### config.mk
export PLATFORM = sky130hd
export DESIGN_NAME = rtcr_regs
export DESIGN_NICKNAME = d
export VERILOG_FILES = /design/src/hdl/rtcr_pkg.sv /design/src/hdl/rtcr_regs.sv
export SDC_FILE = /design/constraint.sdc
export NUM_CORES = 1
export LEC_CHECK = 0
export ABC_AREA = 1
export BUFFER_PORTS_ARGS = -buffer_cell sky130_fd_sc_hd__buf_4
export CORE_ASPECT_RATIO = 0.6
export CORE_UTILIZATION = 50
export DETAILED_ROUTE_END_ITERATION = 6
export HOLD_SLACK_MARGIN = 0.02
export PLACE_DENSITY = 0.69
export SYNTH_ARGS = -nofsm -noshare
export SYNTH_HDL_FRONTEND = slang
export SYNTH_SLANG_ARGS = --single-unit
export TNS_END_PERCENT = 100
### constraint.sdc
create_clock -name ref_clk_i -period 10.25 [get_ports ref_clk_i]
set_input_delay 0.5125 -clock ref_clk_i [delete_from_list [all_inputs] [get_ports ref_clk_i]]
set_output_delay 0.5125 -clock ref_clk_i [all_outputs]
set_load 0.01 [all_outputs]
### src/hdl/rtcr_pkg.sv
// Constants, field layout and types of the clock/calendar register block.
// Assumes a 25 MHz register clock and a 32-bit AXI4-Lite register port.
// Operation
// - Format bit 0 selects 24-hour counting, 1 selects 12-hour counting.
// - Protect enable blocks writes to control, format, time alarm and date alarm.
// - BCD fields hold units in low four bits, tens above.
// - Seconds and minutes accept BCD 00 to 59.
// - Hours accept 01-12 in 12-hour format, 00-23 in 24-hour format.
// - In 12-hour format meridiem reads 0 morning, 1 afternoon.
// - Hundred-years field accepts only BCD 20.
// - Year accepts BCD 00 to 99.
// - Month accepts BCD 01 to 12.
// - Day-of-week accepts 1 to 7 and never steers date counting.
// - Day-of-month accepts BCD 01 to the last date of its month (28, 29, 30 or 31).
// - Second, minute, hour alarms compare only when enables at 7, 15, 23 set.
// - Date and month alarms compare only when enables at 31, 23 set.
// - Update grant at bit 0 sets once writable, stays until cleared.
// - Alarm flag at bit 1 sets when enabled alarm fields match.
// - Second flag at bit 2 sets on each tick, stays until cleared.
// - Time event flag at bit 3 sets on the chosen minute/hour/noon/midnight event.
// - Writing 1 to a clear command bit clears that flag; 0 does nothing.
// - Calendar event flag sets on the chosen week, month or year change.
// - Time counters are writable only after an update request is granted.
// - Out-of-range writes are not loaded and set a validity flag.
`default_nettype none
package rtcr_pkg;
	// Byte addresses
	localparam logic [31:0] RTCR_OFF_CTRL = 32'h0FFFFEB0;
	localparam logic [31:0] RTCR_OFF_MODE = 32'h0FFFFEB4;
	localparam logic [31:0] RTCR_OFF_TIME = 32'h0FFFFEB8;
	localparam logic [31:0] RTCR_OFF_CAL = 32'h0FFFFEBC;
	localparam logic [31:0] RTCR_OFF_TALM = 32'h0FFFFEC0;
	localparam logic [31:0] RTCR_OFF_DALM = 32'h0FFFFEC4;
	localparam logic [31:0] RTCR_OFF_STAT = 32'h0FFFFEC8;
	localparam logic [31:0] RTCR_OFF_CLR = 32'h0FFFFECC;
	localparam logic [31:0] RTCR_OFF_VALID = 32'h0FFFFEDC;
	localparam logic [31:0] RTCR_OFF_PROT = 32'h0FFFFEE0;
	// Reset values and writable masks
	localparam logic [31:0] RTCR_RST_CAL = 32'h01210720;
	localparam logic [31:0] RTCR_RST_DALM = 32'h01010000;
	localparam logic [31:0] RTCR_TALM_MASK = 32'h00FFFFFF;
	localparam logic [31:0] RTCR_DALM_MASK = 32'hBF9F0000;
	// Field positions
	localparam int RTCR_SEC_LSB = 0;
	localparam int RTCR_MIN_LSB = 8;
	localparam int RTCR_HOUR_LSB = 16;
	localparam int RTCR_PM_BIT = 22;
	localparam int RTCR_SEC_EN = 7;
	localparam int RTCR_MIN_EN = 15;
	localparam int RTCR_HOUR_EN = 23;
	localparam int RTCR_HUNDRED_YEARS_FIELD_LSB = 0;
	localparam int RTCR_YEAR_LSB = 8;
	localparam int RTCR_MONTH_LSB = 16;
	localparam int RTCR_DOW_LSB = 21;
	localparam int RTCR_DATE_LSB = 24;
	localparam int RTCR_MTH_EN = 23;
	localparam int RTCR_DATE_EN = 31;
	localparam int RTCR_HR_BIT = 0;
	localparam int RTCR_WP_BIT = 0;
	localparam int RTCR_UPDT_BIT = 0;
	localparam int RTCR_UPDC_BIT = 1;
	localparam int RTCR_TEV_LSB = 8;
	localparam int RTCR_CEV_LSB = 16;
	localparam int RTCR_ST_ACK = 0;
	localparam int RTCR_ST_ALM = 1;
	localparam int RTCR_ST_SEC = 2;
	localparam int RTCR_ST_TEV = 3;
	localparam int RTCR_ST_CEV = 4;
	localparam int RTCR_NV_TIM = 0;
	localparam int RTCR_NV_CAL = 1;
	localparam int RTCR_NV_TALM = 2;
	localparam int RTCR_NV_DALM = 3;
	// BCD limits
	localparam logic [7:0] RTCR_BCD_00 = 8'h00;
	localparam logic [7:0] RTCR_BCD_01 = 8'h01;
	localparam logic [7:0] RTCR_BCD_07 = 8'h07;
	localparam logic [7:0] RTCR_BCD_11 = 8'h11;
	localparam logic [7:0] RTCR_BCD_12 = 8'h12;
	localparam logic [7:0] RTCR_BCD_20 = 8'h20;
	localparam logic [7:0] RTCR_BCD_23 = 8'h23;
	localparam logic [7:0] RTCR_BCD_28 = 8'h28;
	localparam logic [7:0] RTCR_BCD_29 = 8'h29;
	localparam logic [7:0] RTCR_BCD_30 = 8'h30;
	localparam logic [7:0] RTCR_BCD_31 = 8'h31;
	localparam logic [7:0] RTCR_BCD_59 = 8'h59;
	localparam logic [7:0] RTCR_BCD_99 = 8'h99;
	localparam logic [3:0] RTCR_DIGIT_MAX = 4'h9;
	// Tick timing
	localparam int RTCR_CLK_HZ = 25000000;
	localparam int RTCR_TICK_PERIOD_S = 1;
	localparam int RTCR_SEC_CYCLES = RTCR_CLK_HZ * RTCR_TICK_PERIOD_S;
	localparam int RTCR_CNT_W = 25;
	// Bus answers
	localparam logic [1:0] RTCR_RESP_OKAY = 2'h0;
	localparam logic [1:0] RTCR_RESP_SLVERR = 2'h2;
	typedef enum logic [1:0] {
		RTCR_TEV_MINUTE = 2'h0,
		RTCR_TEV_HOUR = 2'h1,
		RTCR_TEV_MIDNIGHT = 2'h2,
		RTCR_TEV_NOON = 2'h3
	} rtcr_tev_t;
	typedef enum logic [1:0] {
		RTCR_CEV_WEEK = 2'h0,
		RTCR_CEV_MONTH = 2'h1,
		RTCR_CEV_YEAR = 2'h2,
		RTCR_CEV_NONE = 2'h3
	} rtcr_cev_t;
endpackage : rtcr_pkg
`default_nettype wire

### src/hdl/rtcr_regs.sv
// Clock/calendar counters, alarms, event flags and their AXI4-Lite register port.
// Assumes one 25 MHz clock, synchronous bus inputs and a master with one access of each kind in flight.
`default_nettype none
module rtcr_regs
	import rtcr_pkg::*;
#(
	parameter int unsigned SEC_CYCLES = RTCR_SEC_CYCLES
) (
	input wire logic ref_clk_i,
	input wire logic rst_i,
	input wire logic [31:0] axi_awaddr_i,
	input wire logic axi_awvalid_i,
	output logic axi_awready_o,
	input wire logic [31:0] axi_wdata_i,
	input wire logic [3:0] axi_wstrb_i,
	input wire logic axi_wvalid_i,
	output logic axi_wready_o,
	output logic [1:0] axi_bresp_o,
	output logic axi_bvalid_o,
	input wire logic axi_bready_i,
	input wire logic [31:0] axi_araddr_i,
	input wire logic axi_arvalid_i,
	output logic axi_arready_o,
	output logic [31:0] axi_rdata_o,
	output logic [1:0] axi_rresp_o,
	output logic axi_rvalid_o,
	input wire logic axi_rready_i
);
	// BCD helpers
	function automatic logic [7:0] bcd_inc(input logic [7:0] v);
		bcd_inc = (v[3:0] == RTCR_DIGIT_MAX) ? {v[7:4] + 4'h1, 4'h0} : {v[7:4], v[3:0] + 4'h1};
	endfunction : bcd_inc

	function automatic logic bcd_ok(input logic [7:0] v);
		bcd_ok = (v[3:0] <= RTCR_DIGIT_MAX) && (v[7:4] <= RTCR_DIGIT_MAX);
	endfunction : bcd_ok

	function automatic logic in_rng(input logic [7:0] v, input logic [7:0] lo, input logic [7:0] hi);
		in_rng = bcd_ok(v) && (v >= lo) && (v <= hi); // Valid BCD orders like binary
	endfunction : in_rng

	// Last date of a month; century fixed, so every fourth year is leap
	function automatic logic [7:0] month_days(input logic [7:0] mon, input logic [7:0] yr);
		logic leap;
		leap = yr[4] ? (yr[3:0] == 4'h2 || yr[3:0] == 4'h6) : (yr[1:0] == 2'h0);
		if (mon == 8'h02) begin
			month_days = leap ? RTCR_BCD_29 : RTCR_BCD_28;
		end else if (mon == 8'h04 || mon == 8'h06 || mon == 8'h09 || mon == 8'h11) begin
			month_days = RTCR_BCD_30;
		end else begin
			month_days = RTCR_BCD_31;
		end
	endfunction : month_days

	// Hour check depends on the format in force
	function automatic logic hour_ok(input logic [7:0] hr, input logic pm, input logic h12);
		hour_ok = h12 ? in_rng(hr, RTCR_BCD_01, RTCR_BCD_12) : (in_rng(hr, RTCR_BCD_00, RTCR_BCD_23) && !pm);
	endfunction : hour_ok

	function automatic logic [31:0] merge(input logic [31:0] old, input logic [31:0] nw, input logic [3:0] strb);
		logic [31:0] m;
		m = {{8{strb[3]}}, {8{strb[2]}}, {8{strb[1]}}, {8{strb[0]}}};
		merge = (old & ~m) | (nw & m);
	endfunction : merge

	logic awready_ff, wready_ff, bvalid_ff, arready_ff, rvalid_ff;
	logic [1:0] bresp_ff, rresp_ff;
	logic [31:0] rdata_ff, waddr_ff, wdata_ff;
	logic [3:0] wstrb_ff;
	logic aw_got_ff, w_got_ff;
	logic hr12_ff, wp_ff, upd_tim_ff, upd_cal_ff, granted_ff, tick_ff;
	rtcr_tev_t tev_ff;
	rtcr_cev_t cev_ff;
	logic [RTCR_CNT_W-1:0] div_ff;
	logic [7:0] sec_ff, min_ff, hour_ff, hundred_years_field_ff, year_ff, month_ff, date_ff;
	logic pm_ff;
	logic [2:0] dow_ff;
	logic [31:0] talm_ff, dalm_ff;
	logic ack_ff, alm_ff, secf_ff, tevf_ff, cevf_ff;
	logic [3:0] nv_ff;

	// Read views of the time, calendar, control and status words
	logic [31:0] time_rd, cal_rd, ctrl_rd, stat_rd;
	assign time_rd = {8'h00, 1'b0, pm_ff, hour_ff[5:0], 1'b0, min_ff[6:0], 1'b0, sec_ff[6:0]};
	assign cal_rd = {2'h0, date_ff[5:0], dow_ff, month_ff[4:0], year_ff, 1'b0, hundred_years_field_ff[6:0]};
	always_comb begin
		ctrl_rd = 32'h00000000;
		ctrl_rd[RTCR_UPDT_BIT] = upd_tim_ff;
		ctrl_rd[RTCR_UPDC_BIT] = upd_cal_ff;
		ctrl_rd[RTCR_TEV_LSB +: 2] = tev_ff;
		ctrl_rd[RTCR_CEV_LSB +: 2] = cev_ff;
		stat_rd = 32'h00000000;
		stat_rd[RTCR_ST_ACK] = ack_ff;
		stat_rd[RTCR_ST_ALM] = alm_ff;
		stat_rd[RTCR_ST_SEC] = secf_ff;
		stat_rd[RTCR_ST_TEV] = tevf_ff;
		stat_rd[RTCR_ST_CEV] = cevf_ff;
	end

	// Address decode shared by reads and write merging; bit 32 marks a mapped word
	function automatic logic [32:0] rd_word(input logic [31:0] a);
		if (a == RTCR_OFF_CTRL) begin
			rd_word = {1'b1, ctrl_rd};
		end else if (a == RTCR_OFF_MODE) begin
			rd_word = {1'b1, 31'h0, hr12_ff};
		end else if (a == RTCR_OFF_TIME) begin
			rd_word = {1'b1, time_rd};
		end else if (a == RTCR_OFF_CAL) begin
			rd_word = {1'b1, cal_rd};
		end else if (a == RTCR_OFF_TALM) begin
			rd_word = {1'b1, talm_ff};
		end else if (a == RTCR_OFF_DALM) begin
			rd_word = {1'b1, dalm_ff};
		end else if (a == RTCR_OFF_STAT) begin
			rd_word = {1'b1, stat_rd};
		end else if (a == RTCR_OFF_CLR) begin
			rd_word = {1'b1, 32'h0}; // Write-only, reads zero
		end else if (a == RTCR_OFF_VALID) begin
			rd_word = {1'b1, 28'h0, nv_ff};
		end else if (a == RTCR_OFF_PROT) begin
			rd_word = {1'b1, 31'h0, wp_ff};
		end else begin
			rd_word = {1'b0, 32'h0};
		end
	endfunction : rd_word

	// Bus handshakes
	logic aw_hs, w_hs, ar_hs, do_wr;
	logic nxt_aw_got, nxt_w_got, nxt_bvalid, nxt_rvalid;
	logic [32:0] wr_old, rd_sel;
	logic [31:0] wm;
	assign aw_hs = axi_awvalid_i & awready_ff;
	assign w_hs = axi_wvalid_i & wready_ff;
	assign ar_hs = axi_arvalid_i & arready_ff;
	assign do_wr = aw_got_ff & w_got_ff & !bvalid_ff;
	assign nxt_aw_got = (aw_got_ff | aw_hs) & !do_wr;
	assign nxt_w_got = (w_got_ff | w_hs) & !do_wr;
	assign nxt_bvalid = do_wr | (bvalid_ff & !axi_bready_i);
	assign nxt_rvalid = ar_hs | (rvalid_ff & !axi_rready_i);
	// A process, not assigns: the decode reads live register views beyond its argument
	always_comb begin
		wr_old = rd_word(waddr_ff);
		rd_sel = rd_word(axi_araddr_i);
	end
	assign wm = merge(wr_old[31:0], wdata_ff, wstrb_ff);

	// Write channel; ready drops while a word is held or its answer waits
	always_ff @(posedge ref_clk_i or posedge rst_i) begin
		if (rst_i) begin
			awready_ff <= 1'b0;
			wready_ff <= 1'b0;
			aw_got_ff <= 1'b0;
			w_got_ff <= 1'b0;
			bvalid_ff <= 1'b0;
			bresp_ff <= RTCR_RESP_OKAY;
			waddr_ff <= 32'h00000000;
			wdata_ff <= 32'h00000000;
			wstrb_ff <= 4'h0;
		end else begin
			awready_ff <= !nxt_aw_got & !nxt_bvalid;
			wready_ff <= !nxt_w_got & !nxt_bvalid;
			aw_got_ff <= nxt_aw_got;
			w_got_ff <= nxt_w_got;
			bvalid_ff <= nxt_bvalid;
			if (aw_hs) waddr_ff <= axi_awaddr_i;
			if (w_hs) wdata_ff <= axi_wdata_i;
			if (w_hs) wstrb_ff <= axi_wstrb_i;
			if (do_wr) bresp_ff <= wr_old[32] ? RTCR_RESP_OKAY : RTCR_RESP_SLVERR;
		end
	end

	// Read channel; data captured at the address handshake
	always_ff @(posedge ref_clk_i or posedge rst_i) begin
		if (rst_i) begin
			arready_ff <= 1'b0;
			rvalid_ff <= 1'b0;
			rdata_ff <= 32'h00000000;
			rresp_ff <= RTCR_RESP_OKAY;
		end else begin
			arready_ff <= !nxt_rvalid;
			rvalid_ff <= nxt_rvalid;
			if (ar_hs) rdata_ff <= rd_sel[31:0];
			if (ar_hs) rresp_ff <= rd_sel[32] ? RTCR_RESP_OKAY : RTCR_RESP_SLVERR;
		end
	end

	// Write targets; protected words silently keep their value
	logic wr_ctrl, wr_mode, wr_time, wr_cal, wr_talm, wr_dalm, wr_clr, wr_prot;
	assign wr_ctrl = do_wr && waddr_ff == RTCR_OFF_CTRL && !wp_ff;
	assign wr_mode = do_wr && waddr_ff == RTCR_OFF_MODE && !wp_ff;
	assign wr_talm = do_wr && waddr_ff == RTCR_OFF_TALM && !wp_ff;
	assign wr_dalm = do_wr && waddr_ff == RTCR_OFF_DALM && !wp_ff;
	assign wr_time = do_wr && waddr_ff == RTCR_OFF_TIME && upd_tim_ff && granted_ff;
	assign wr_cal = do_wr && waddr_ff == RTCR_OFF_CAL && upd_cal_ff && granted_ff;
	assign wr_clr = do_wr && waddr_ff == RTCR_OFF_CLR;
	assign wr_prot = do_wr && waddr_ff == RTCR_OFF_PROT;

	// Field checks on the merged write word
	logic [7:0] w_sec, w_min, w_hour, w_hundred_years_field, w_year, w_month, w_date;
	logic [2:0] w_dow;
	logic time_ok, cal_ok, talm_ok, dalm_ok;
	assign w_sec = {1'b0, wm[RTCR_SEC_LSB +: 7]};
	assign w_min = {1'b0, wm[RTCR_MIN_LSB +: 7]};
	assign w_hour = {2'h0, wm[RTCR_HOUR_LSB +: 6]};
	assign w_hundred_years_field = {1'b0, wm[RTCR_HUNDRED_YEARS_FIELD_LSB +: 7]};
	assign w_year = wm[RTCR_YEAR_LSB +: 8];
	assign w_month = {3'h0, wm[RTCR_MONTH_LSB +: 5]};
	assign w_dow = wm[RTCR_DOW_LSB +: 3];
	assign w_date = {2'h0, wm[RTCR_DATE_LSB +: 6]};
	assign time_ok = in_rng(w_sec, RTCR_BCD_00, RTCR_BCD_59) && in_rng(w_min, RTCR_BCD_00, RTCR_BCD_59)
		&& hour_ok(w_hour, wm[RTCR_PM_BIT], hr12_ff);
	assign cal_ok = (w_hundred_years_field == RTCR_BCD_20) && bcd_ok(w_year)
		&& in_rng(w_month, RTCR_BCD_01, RTCR_BCD_12)
		&& in_rng({5'h00, w_dow}, RTCR_BCD_01, RTCR_BCD_07)
		&& in_rng(w_date, RTCR_BCD_01, month_days(w_month, w_year));
	assign talm_ok = time_ok;
	assign dalm_ok = in_rng(w_month, RTCR_BCD_01, RTCR_BCD_12) && in_rng(w_date, RTCR_BCD_01, RTCR_BCD_31);

	// Control, format and protection words
	always_ff @(posedge ref_clk_i or posedge rst_i) begin
		if (rst_i) begin
			hr12_ff <= 1'b0;
			wp_ff <= 1'b0;
			upd_tim_ff <= 1'b0;
			upd_cal_ff <= 1'b0;
			tev_ff <= RTCR_TEV_MINUTE;
			cev_ff <= RTCR_CEV_WEEK;
		end else begin
			if (wr_mode) hr12_ff <= wm[RTCR_HR_BIT];
			if (wr_prot) wp_ff <= wm[RTCR_WP_BIT];
			if (wr_ctrl) begin
				upd_tim_ff <= wm[RTCR_UPDT_BIT];
				upd_cal_ff <= wm[RTCR_UPDC_BIT];
				tev_ff <= rtcr_tev_t'(wm[RTCR_TEV_LSB +: 2]);
				cev_ff <= rtcr_cev_t'(wm[RTCR_CEV_LSB +: 2]);
			end
		end
	end

	// Seconds divider; the tick is a one-cycle pulse
	logic tick_now;
	assign tick_now = div_ff == RTCR_CNT_W'(SEC_CYCLES - 1);
	always_ff @(posedge ref_clk_i or posedge rst_i) begin
		if (rst_i) begin
			div_ff <= '0;
			tick_ff <= 1'b0;
		end else begin
			div_ff <= tick_now ? '0 : div_ff + RTCR_CNT_W'(1);
			tick_ff <= tick_now;
		end
	end

	// Advance terms; all carries resolve in the tick cycle
	logic time_run, sec_wrap, min_wrap, midnight, noon, day_roll, date_wrap, month_wrap;
	logic [7:0] adv_sec, adv_min, adv_hour, adv_date, adv_month, adv_year;
	logic [2:0] adv_dow;
	logic adv_pm;
	assign time_run = tick_ff & !upd_tim_ff; // Time request freezes both halves
	assign sec_wrap = sec_ff == RTCR_BCD_59;
	assign min_wrap = sec_wrap & (min_ff == RTCR_BCD_59);
	assign adv_sec = sec_wrap ? RTCR_BCD_00 : bcd_inc(sec_ff);
	assign adv_min = !sec_wrap ? min_ff : (min_ff == RTCR_BCD_59) ? RTCR_BCD_00 : bcd_inc(min_ff);
	assign adv_hour = !min_wrap ? hour_ff
		: hr12_ff ? ((hour_ff == RTCR_BCD_12) ? RTCR_BCD_01 : bcd_inc(hour_ff))
		: ((hour_ff == RTCR_BCD_23) ? RTCR_BCD_00 : bcd_inc(hour_ff));
	assign adv_pm = pm_ff ^ (min_wrap & hr12_ff & hour_ff == RTCR_BCD_11);
	assign midnight = min_wrap & (hr12_ff ? (hour_ff == RTCR_BCD_11 & pm_ff) : hour_ff == RTCR_BCD_23);
	assign noon = min_wrap & (hr12_ff ? (hour_ff == RTCR_BCD_11 & !pm_ff) : hour_ff == RTCR_BCD_11);
	assign day_roll = time_run & !upd_cal_ff & midnight;
	assign date_wrap = date_ff == month_days(month_ff, year_ff);
	assign month_wrap = date_wrap & (month_ff == RTCR_BCD_12);
	assign adv_date = date_wrap ? RTCR_BCD_01 : bcd_inc(date_ff);
	assign adv_month = !date_wrap ? month_ff : month_wrap ? RTCR_BCD_01 : bcd_inc(month_ff);
	assign adv_year = !month_wrap ? year_ff : (year_ff == RTCR_BCD_99) ? RTCR_BCD_00 : bcd_inc(year_ff);
	assign adv_dow = (dow_ff == RTCR_BCD_07[2:0]) ? RTCR_BCD_01[2:0] : dow_ff + 3'h1;

	// Time counters: a granted write wins over the tick
	always_ff @(posedge ref_clk_i or posedge rst_i) begin
		if (rst_i) begin
			sec_ff <= RTCR_BCD_00;
			min_ff <= RTCR_BCD_00;
			hour_ff <= RTCR_BCD_00;
			pm_ff <= 1'b0;
		end else if (wr_time && time_ok) begin
			sec_ff <= w_sec;
			min_ff <= w_min;
			hour_ff <= w_hour;
			pm_ff <= wm[RTCR_PM_BIT];
		end else if (time_run) begin
			sec_ff <= adv_sec;
			min_ff <= adv_min;
			hour_ff <= adv_hour;
			pm_ff <= adv_pm;
		end
	end

	// Calendar counters
	always_ff @(posedge ref_clk_i or posedge rst_i) begin
		if (rst_i) begin
			hundred_years_field_ff <= {1'b0, RTCR_RST_CAL[RTCR_HUNDRED_YEARS_FIELD_LSB +: 7]};
			year_ff <= RTCR_RST_CAL[RTCR_YEAR_LSB +: 8];
			month_ff <= {3'h0, RTCR_RST_CAL[RTCR_MONTH_LSB +: 5]};
			dow_ff <= RTCR_RST_CAL[RTCR_DOW_LSB +: 3];
			date_ff <= {2'h0, RTCR_RST_CAL[RTCR_DATE_LSB +: 6]};
		end else if (wr_cal && cal_ok) begin
			hundred_years_field_ff <= w_hundred_years_field;
			year_ff <= w_year;
			month_ff <= w_month;
			dow_ff <= w_dow;
			date_ff <= w_date;
		end else if (day_roll) begin
			year_ff <= adv_year;
			month_ff <= adv_month;
			dow_ff <= adv_dow;
			date_ff <= adv_date;
		end
	end

	// Alarm words and validity flags; a bad value leaves the old one in place
	always_ff @(posedge ref_clk_i or posedge rst_i) begin
		if (rst_i) begin
			talm_ff <= 32'h00000000;
			dalm_ff <= RTCR_RST_DALM;
			nv_ff <= 4'h0;
		end else begin
			if (wr_talm && talm_ok) talm_ff <= wm & RTCR_TALM_MASK;
			if (wr_dalm && dalm_ok) dalm_ff <= wm & RTCR_DALM_MASK;
			if (wr_time) nv_ff[RTCR_NV_TIM] <= !time_ok;
			if (wr_cal) nv_ff[RTCR_NV_CAL] <= !cal_ok;
			if (wr_talm) nv_ff[RTCR_NV_TALM] <= !talm_ok;
			if (wr_dalm) nv_ff[RTCR_NV_DALM] <= !dalm_ok;
		end
	end

	// Alarm compare on the counters as they stand after a tick
	logic m_sec, m_min, m_hour, m_date, m_month, any_en, alarm_hit;
	assign m_sec = !talm_ff[RTCR_SEC_EN] || talm_ff[RTCR_SEC_LSB +: 7] == sec_ff[6:0];
	assign m_min = !talm_ff[RTCR_MIN_EN] || talm_ff[RTCR_MIN_LSB +: 7] == min_ff[6:0];
	assign m_hour = !talm_ff[RTCR_HOUR_EN]
		|| {talm_ff[RTCR_PM_BIT], talm_ff[RTCR_HOUR_LSB +: 6]} == {pm_ff, hour_ff[5:0]};
	assign m_date = !dalm_ff[RTCR_DATE_EN] || dalm_ff[RTCR_DATE_LSB +: 6] == date_ff[5:0];
	assign m_month = !dalm_ff[RTCR_MTH_EN] || dalm_ff[RTCR_MONTH_LSB +: 5] == month_ff[4:0];
	assign any_en = talm_ff[RTCR_SEC_EN] | talm_ff[RTCR_MIN_EN] | talm_ff[RTCR_HOUR_EN]
		| dalm_ff[RTCR_DATE_EN] | dalm_ff[RTCR_MTH_EN];
	assign alarm_hit = any_en & m_sec & m_min & m_hour & m_date & m_month;

	// Event selection
	logic tev_hit, cev_hit, grant_set, alm_chk_ff;
	assign tev_hit = time_run & ((tev_ff == RTCR_TEV_MINUTE) ? sec_wrap
		: (tev_ff == RTCR_TEV_HOUR) ? min_wrap
		: (tev_ff == RTCR_TEV_MIDNIGHT) ? midnight : noon);
	assign cev_hit = day_roll & ((cev_ff == RTCR_CEV_WEEK) ? dow_ff == RTCR_BCD_07[2:0]
		: (cev_ff == RTCR_CEV_MONTH) ? date_wrap
		: (cev_ff == RTCR_CEV_YEAR) ? month_wrap : 1'b0);
	assign grant_set = tick_ff & (upd_tim_ff | upd_cal_ff) & !granted_ff;

	// Sticky status; a set in the clearing cycle wins
	always_ff @(posedge ref_clk_i or posedge rst_i) begin
		if (rst_i) begin
			granted_ff <= 1'b0;
			alm_chk_ff <= 1'b0;
			ack_ff <= 1'b0;
			alm_ff <= 1'b0;
			secf_ff <= 1'b0;
			tevf_ff <= 1'b0;
			cevf_ff <= 1'b0;
		end else begin
			granted_ff <= (granted_ff | grant_set) & (upd_tim_ff | upd_cal_ff);
			alm_chk_ff <= tick_ff;
			ack_ff <= grant_set | (ack_ff & !(wr_clr & wm[RTCR_ST_ACK]));
			alm_ff <= (alm_chk_ff & alarm_hit) | (alm_ff & !(wr_clr & wm[RTCR_ST_ALM]));
			secf_ff <= tick_ff | (secf_ff & !(wr_clr & wm[RTCR_ST_SEC]));
			tevf_ff <= tev_hit | (tevf_ff & !(wr_clr & wm[RTCR_ST_TEV]));
			cevf_ff <= cev_hit | (cevf_ff & !(wr_clr & wm[RTCR_ST_CEV]));
		end
	end

	assign axi_awready_o = awready_ff;
	assign axi_wready_o = wready_ff;
	assign axi_bvalid_o = bvalid_ff;
	assign axi_bresp_o = bresp_ff;
	assign axi_arready_o = arready_ff;
	assign axi_rvalid_o = rvalid_ff;
	assign axi_rdata_o = rdata_ff;
	assign axi_rresp_o = rresp_ff;
endmodule : rtcr_regs
`default_nettype wire

After elaboration in Yosys (flattened, before gate mapping):

Index checks and enable logic that the tools add are counted.

* flip-flop bits (word level): 252
* bits of input ports: 107
* output and inout port bits: 41
* logic and storage cells: 397

* add/subtract/negate cells: 14
* order comparisons: 25
* eq/ne operators: 60
* multiplexer cells: 75
* bitwise operators: 63
* reduce and logical (&&, ||, !) cells: 112

Operator list (number)
* 33-bit 2-to-1 mux: 20
* 32-bit by 28-bit == test with 1-bit output, second input constant: 20
* 8-bit 2-to-1 mux: 30
* 32-bit AND: 2
* 4-bit by 1-bit adder with 4-bit output, second input constant: 12
* 1-bit logical AND: 48
* 1-bit AND: 43
* 8-bit by 5-bit == test with 1-bit output, second input constant: 4
* 32-bit inverter: 1
* 32-bit OR: 1
* 1-bit logical NOT: 27
* 25-bit by 1-bit adder with 25-bit output, second input constant: 1
* 25-bit == test, second input constant: 1
* 25-bit 2-to-1 mux: 1
* 4-bit == test, second input constant: 6
* 7-bit == test: 3
* 4-bit <= comparator, second input constant: 5
* 6-bit by 1-bit greater-or-equal comparator with 1-bit output, second input constant: 3
* 1-bit 2-to-1 mux: 17
* 8-bit by 3-bit == test with 1-bit output, second input constant: 2
* 8-bit by 7-bit == test with 1-bit output, second input constant: 2
* 1-bit OR: 15
* 3-bit nonzero test: 5
* 7-bit by 1-bit greater-or-equal comparator with 1-bit output, second input constant: 2
* 37 further kinds: 78

Depth between registers and ports, before layout:

* depth in word-level cells: 25
* mapped depth: 32
* gate-level depth less buffers: 31

Least setup slack after synthesis:

Ideal clock, no wire load.

* kind: reg2reg
* start point: reg waddr_ff[5]
* end point: reg date_ff[4]
* library setup time: 0.117 ns
* data arrival time: 3.491 ns
* data required time: 10.133 ns
* setup slack: 6.642 ns
* stages on the path, launching flop included: 32
* path buffers: 2
* clock period less this slack: 3.608 ns
* path through: dfrtp_1 > inv_1 > nand2_1 > nor2_2 > nand2_1 > nor2_4 > nand2_4 > buf_6 > o211ai_2 > nand2_1 > nand2_1 > nand2_2 > inv_2 > nand2_1 > nor3_1 > inv_1 > a21oi_1 > a21oi_1 > ha_1 > a32o_1 > nand2_1 > nand2_1 > and2_0 > nand2_1 > nor2_1 > nand3_2 > buf_6 > nand3_2 > nand2_2 > inv_1 > nor2_1 > nor2_1

* longest elaborated chain between the ends: 24
* elaborated cells between the ends (all ways): 71
* classes of those cells: order compare (12); eq/ne (18); mux (15); bitwise (2); reduce/logical (24)

RTL lines
* start, declared: RTL line rtcr_regs.sv:68 `logic [31:0] rdata_ff, waddr_ff, wdata_ff;`
* start signal, assigned: RTL line rtcr_regs.sv:165 `if (aw_hs) waddr_ff <= axi_awaddr_i;`
* 32-bit by 28-bit == test with 1-bit output: RTL line rtcr_regs.sv:118 `end else if (a == RTCR_OFF_VALID) begin`
* 33-bit 2-to-1 mux: RTL line rtcr_regs.sv:118
* 33-bit 2-to-1 mux: RTL line rtcr_regs.sv:116 `end else if (a == RTCR_OFF_CLR) begin`
* 33-bit 2-to-1 mux: RTL line rtcr_regs.sv:114 `end else if (a == RTCR_OFF_STAT) begin`
* 33-bit 2-to-1 mux: RTL line rtcr_regs.sv:112 `end else if (a == RTCR_OFF_DALM) begin`
* 33-bit 2-to-1 mux: RTL line rtcr_regs.sv:110 `end else if (a == RTCR_OFF_TALM) begin`
* 33-bit 2-to-1 mux: RTL line rtcr_regs.sv:108 `end else if (a == RTCR_OFF_CAL) begin`
* 33-bit 2-to-1 mux: RTL line rtcr_regs.sv:106 `end else if (a == RTCR_OFF_TIME) begin`
* (+8 left out)
* 1-bit 2-to-1 mux: RTL line rtcr_regs.sv:48 `end else if (mon == 8'h04 || mon == 8'h06 || mon == 8'h09 || mon == 8'h11) begin`
* 5-bit 2-to-1 mux: RTL line rtcr_regs.sv:46 `if (mon == 8'h02) begin`
* 6-bit by 8-bit <= comparator with 1-bit output: RTL line rtcr_regs.sv:39 `in_rng = bcd_ok(v) && (v >= lo) && (v <= hi);`
* 1-bit logical AND: RTL line rtcr_regs.sv:39
* 1-bit logical AND: RTL line rtcr_regs.sv:215 `&& in_rng(w_date, RTCR_BCD_01, month_days(w_month, w_year));`
* 1-bit logical AND: RTL line rtcr_regs.sv:305 `end else if (wr_cal && cal_ok) begin`
* 3-bit nonzero test (no source line) or 2-bit nonzero test (tied branches)
* 2-bit AND reduction (no source line)
* end signal, assigned: RTL line rtcr_regs.sv:304 `date_ff <= {2'h0, RTCR_RST_CAL[RTCR_DATE_LSB +: 6]};`
* end signal, assigned: RTL line rtcr_regs.sv:310 `date_ff <= w_date;`
* end signal, assigned: RTL line rtcr_regs.sv:315 `date_ff <= adv_date;`
* end, declared: RTL line rtcr_regs.sv:75 `logic [7:0] sec_ff, min_ff, hour_ff, hundred_years_field_ff, year_ff, month_ff, date_ff;`

Parallel ways exist; a longest one is shown, timed or not.
A chain may end at the register's enable or synchronous reset.

Final worst setup path:

* start point: reg waddr_ff[26]
* end point: reg month_ff[2]

* longest elaborated chain between the ends: 24
* elaborated cells between the ends (all ways): 71
* classes of those cells: order compare (12); eq/ne (18); mux (15); bitwise (2); reduce/logical (24)

RTL lines
* 32-bit by 28-bit == test with 1-bit output: RTL line rtcr_regs.sv:118
* 33-bit 2-to-1 mux: RTL line rtcr_regs.sv:118
* 33-bit 2-to-1 mux: RTL line rtcr_regs.sv:116
* 33-bit 2-to-1 mux: RTL line rtcr_regs.sv:114
* 33-bit 2-to-1 mux: RTL line rtcr_regs.sv:112
* 33-bit 2-to-1 mux: RTL line rtcr_regs.sv:110
* 33-bit 2-to-1 mux: RTL line rtcr_regs.sv:108
* 33-bit 2-to-1 mux: RTL line rtcr_regs.sv:106
* (+8 left out)
* 1-bit 2-to-1 mux: RTL line rtcr_regs.sv:48
* 5-bit 2-to-1 mux: RTL line rtcr_regs.sv:46
* 6-bit by 8-bit <= comparator with 1-bit output: RTL line rtcr_regs.sv:39
* 1-bit logical AND: RTL line rtcr_regs.sv:39
* 1-bit logical AND: RTL line rtcr_regs.sv:215
* 1-bit logical AND: RTL line rtcr_regs.sv:305
* 2-bit nonzero test (no source line)
* 2-bit AND reduction (no source line)
* end signal, assigned: RTL line rtcr_regs.sv:302 `month_ff <= {3'h0, RTCR_RST_CAL[RTCR_MONTH_LSB +: 5]};`
* end signal, assigned: RTL line rtcr_regs.sv:308 `month_ff <= w_month;`
* end signal, assigned: RTL line rtcr_regs.sv:313 `month_ff <= adv_month;`
* end, declared: RTL line rtcr_regs.sv:75

Parallel ways exist; a longest one is shown, timed or not.

==> summary.txt <==
Synth
  – Cell variety after synth: 64
  – FF+latch count, synth: 248
  – Seq/Total Area, Yosys: 0.418
  – Synthesis warning total: 0
  – Cells after Synth: 2,026
  – Syn Std Cell Area: 14,900 um2
  – Mean Syn Cell Area: 7.34 um2
  – Async S/R FF share, synth: 1.00
  – EDFF count, synth: 0
  – Top_reg_cell synth: dfrtp_1

Placement
  – Final GP Congestion: 1.02
  – Final HPWL DP: 40.4 mm
  – Buffers on Ports: 143
  – Placed insts: 2,521

Flow run
  – Max-cap violation count: 0

Setup path
  – CP endpoint kind: flip-flop
  – CP Launch Type: flip-flop
  – Critical path class: reg2reg
  – Worst Path Max Fanout: 40
  – RR Endpoint: month_ff[2]
  – R2r setup slk: 3.67 ns
  – Crit Reg-Reg Startpoint: waddr_ff[26]
  – Data required time of the worst path: 10.69 ns
  – Worst Setup EP: month_ff[2]
  – Reg2reg path depth: 25
  – Arr. time, crit path: 7.02 ns
  – Setup crit start: waddr_ff[26]

Timing
  – Max_slew headroom: 0.207
  – Final Setup Violations: 0
  – RSZ-0062 raised after global routing: no
  – Period utilisation layout: 0.642
  – Final Slew Violations: 0
  – Peak Freq: 152 MHz
  – Worst-margin pin slew: 1.19 ns
  – Fin. Hold Viols: 0
  – Tmin final: 6.58 ns
  – Setup Total Neg Slack: 0 ns
  – Clock Skew: 0.0107 ns

Detailed routing
  – Drt pass-1 iters: 7
  – Total Wirelength: 54.3 mm
  – Wire per inst: 21.2 um
  – Via density: 5.80
  – DRC violations left: 1
  – DRT iter0 DRCs: 2,162
  – DR vias: 14,900
  – Antenna-violating nets left: 0

Clock network
  – Maximum clock path buffer count: 3
  – Clock sinks: 248
  – Setup Buffers After CTS: 0
  – Root buffer cell: clkbuf_16
  – Clock-pin slew of the registers on the worst-case setup and hold paths: 0.06 ns
  – H-tree levels: 1
  – CTS resizes: 0
  – Num CTS Buffers: 26
  – Cts hold-fix bufs: 0
  – Worst-Skew Late Latency: 0.55 ns
  – CTS tree: done

Worst hold path
  – HP Class: in2async

Global routing
  – Largest net degree at the start of global routing: 114
  – First-pass GRT wire length: 80.8 mm
  – Total gr overflow: 0
  – Initial antenna violation count: 0
  – Total GRT Usage: 0.357
  – Vias in the first global route: 13,100

Floorplanning
  – Initial core utilization: 0.513
  – Die Y: 136 um
  – DIE AREA: 30,500 um2
  – Io pins: 148
  – CORE AREA: 29,000 um2
  – Die X: 225 um
  – Cell Rows: 48

Final layout
  – Non-Filler Instances: 2,564
  – Final Core Density: 0.588
  – Layout cell share with drive strength beyond 1: 0.128
  – ANT cells: 0
  – Nets: 2,281
  – Area grow syn2layout: 14.6%

Status
  – Status: finished with violations
  – Failing checks: design-rule violations

Power
  – Leak: 8.38 nW
  – Power density over the cells: 177 nW/um2
  – Worst VDD drop: 0.150 mV
[stage by stage]
step	hold slack, ns	instance area (um2)	power [mW]	worst slack, ns
after floorplan	0.368	14900	1.72	2.94
after CTS	0.139	17000	2.99	4.04
after detailed placement	0.458	16200	2.00	4.07
final	0.0671	17000	3.01	3.67
after global routing	0.141	17000	3.14	3.42
after global placement	0.451	16200	1.98	4.12
[worst min path at each step]
stage / endpoint / slack, ns / cells past startpoint
6_report: axi_wready_o / 0.07 / 2
2_1_floorplan: alm_chk_ff / 0.37 / 0
5_1_grt: aw_got_ff / 0.14 / 2
3_3_place_gp: hundred_years_field_ff[1] / 0.45 / 2
3_5_place_dp: hundred_years_field_ff[1] / 0.46 / 2
4_1_cts: aw_got_ff / 0.14 / 2
[cell usage after synthesis, types with 10 or more instances]
| cell type | instances | area, um2 |
|---|---|---|
| a21oi_1 | 45 | 225 |
| a221oi_1 | 13 | 114 |
| buf_2 | 10 | 50.1 |
| buf_6 | 11 | 124 |
| clkbuf_1 | 32 | 120 |
| dfrtp_1 | 239 | 5980 |
| ha_1 | 25 | 313 |
| inv_1 | 235 | 882 |
| nand2_1 | 620 | 2330 |
| nand2_2 | 13 | 81.3 |
| nand3_1 | 116 | 581 |
| nand4_1 | 43 | 269 |
| nor2_1 | 164 | 616 |
| nor3_1 | 43 | 215 |
| o2111ai_1 | 10 | 87.6 |
| o211ai_1 | 13 | 97.6 |
| o21ai_0 | 159 | 796 |
| o21ai_1 | 30 | 150 |
| o221ai_1 | 12 | 105 |
| xor2_1 | 25 | 219 |
[power breakdown]
group          internal (mW)  total (mW)  leakage, nW  switching [mW]
logic                  0.231       0.795         4.68           0.564
clock network          0.568       0.990        0.421           0.422
registers               1.12        1.22         3.29           0.103
[cell families (layout without fill, tap and decap cells)]
family / Yosys count / after routing / share of synthesized area
simple gates: 1051 / 1051 / 0.306
mux: 1 / 1 / 0.000757
fa+ha+maj: 25 / 25 / 0.0210
other cells: 1 / 3 / 0.000252
buf+inv: 311 / 447 / 0.0872
compound gates: 356 / 356 / 0.147
xor+xnor: 33 / 33 / 0.0194
flops: 248 / 248 / 0.418
[worst max-delay path, cell delays in order (launching register included)]
cell and delay, ns:
dfrtp_1 0.35, nand2_1 0.06, nor2_1 0.21, nand2_1 0.18, nor2_8 0.52, nand2_2 0.60
o21ai_0 0.74, inv_1 0.11, nand2_1 0.09, nand2_1 0.06, nand2_2 0.20, inv_1 0.16
o311ai_0 0.38, a21oi_1 0.14, ha_1 0.30, a32o_1 0.16, nand2_1 0.05, nand2_1 0.13
and2_0 0.15, nand2_1 0.05, nor2_1 0.13, nand3_2 0.74, o21ai_0 0.57, nor2_1 0.08
nor2_1 0.16, nor2_1 0.05
[metal layers]
| layer | routed length, um | global-route usage | up-vias |
|---|---|---|---|
| met5 | 0 | 0 | - |
| met4 | 754 | 0.0563 | 0 |
| met3 | 9090 | 0.157 | 62 |
| met2 | 18900 | 0.422 | 935 |
| met1 | 25500 | 0.574 | 6982 |
| li1 | - | - | 6903 |
[layout make-up]
cell class                      count  area (um2)
Fill cell                        2782       12000
Multi-Input combinational cell   1469        7370
Sequential cell                   248        6220
Timing Repair Buffer              154        1160
Inverter                          250         953
Clock buffer                       32         714
Tap cell                          400         500
Clock inverter                     11         140
[cell usage in the layout, fill, tap and decap left out, drive strengths merged, types with 3 or more instances in the layout]
cell type	count
nor2	177
nor3	43
a21boi	5
clkbuf	32
or2	8
nand3	123
nand3b	4
o2111ai	10
a32oi	3
o22ai	9
xnor2	8
o311ai	7
dfrtp	239
a221oi	13
a32o	8
bufinv	3
clkinv	13
a21oi	46
inv	244
o211ai	14
dfstp	9
nand2	639
nand4	43
nor3b	3
ha	25
o21ai	199
a31oi	9
nor4	8
xor2	25
o31ai	7
a211oi	3
conb	3
o221ai	12
buf	154
o21bai	3
[registers in the layout (all words and copies together), names as in the netlist, 2 cells and up]
register,cells
axi_rdata_o,31
cev_ff,2
dalm_ff,13
date_ff,8
div_ff,25
dow_ff,3
hour_ff,8
hundred_years_field_ff,7
min_ff,8
month_ff,8
nv_ff,4
sec_ff,8
talm_ff,24
tev_ff,2
waddr_ff,32
wdata_ff,31
wstrb_ff,4
year_ff,8
Power figures use the tool's default switching activity.
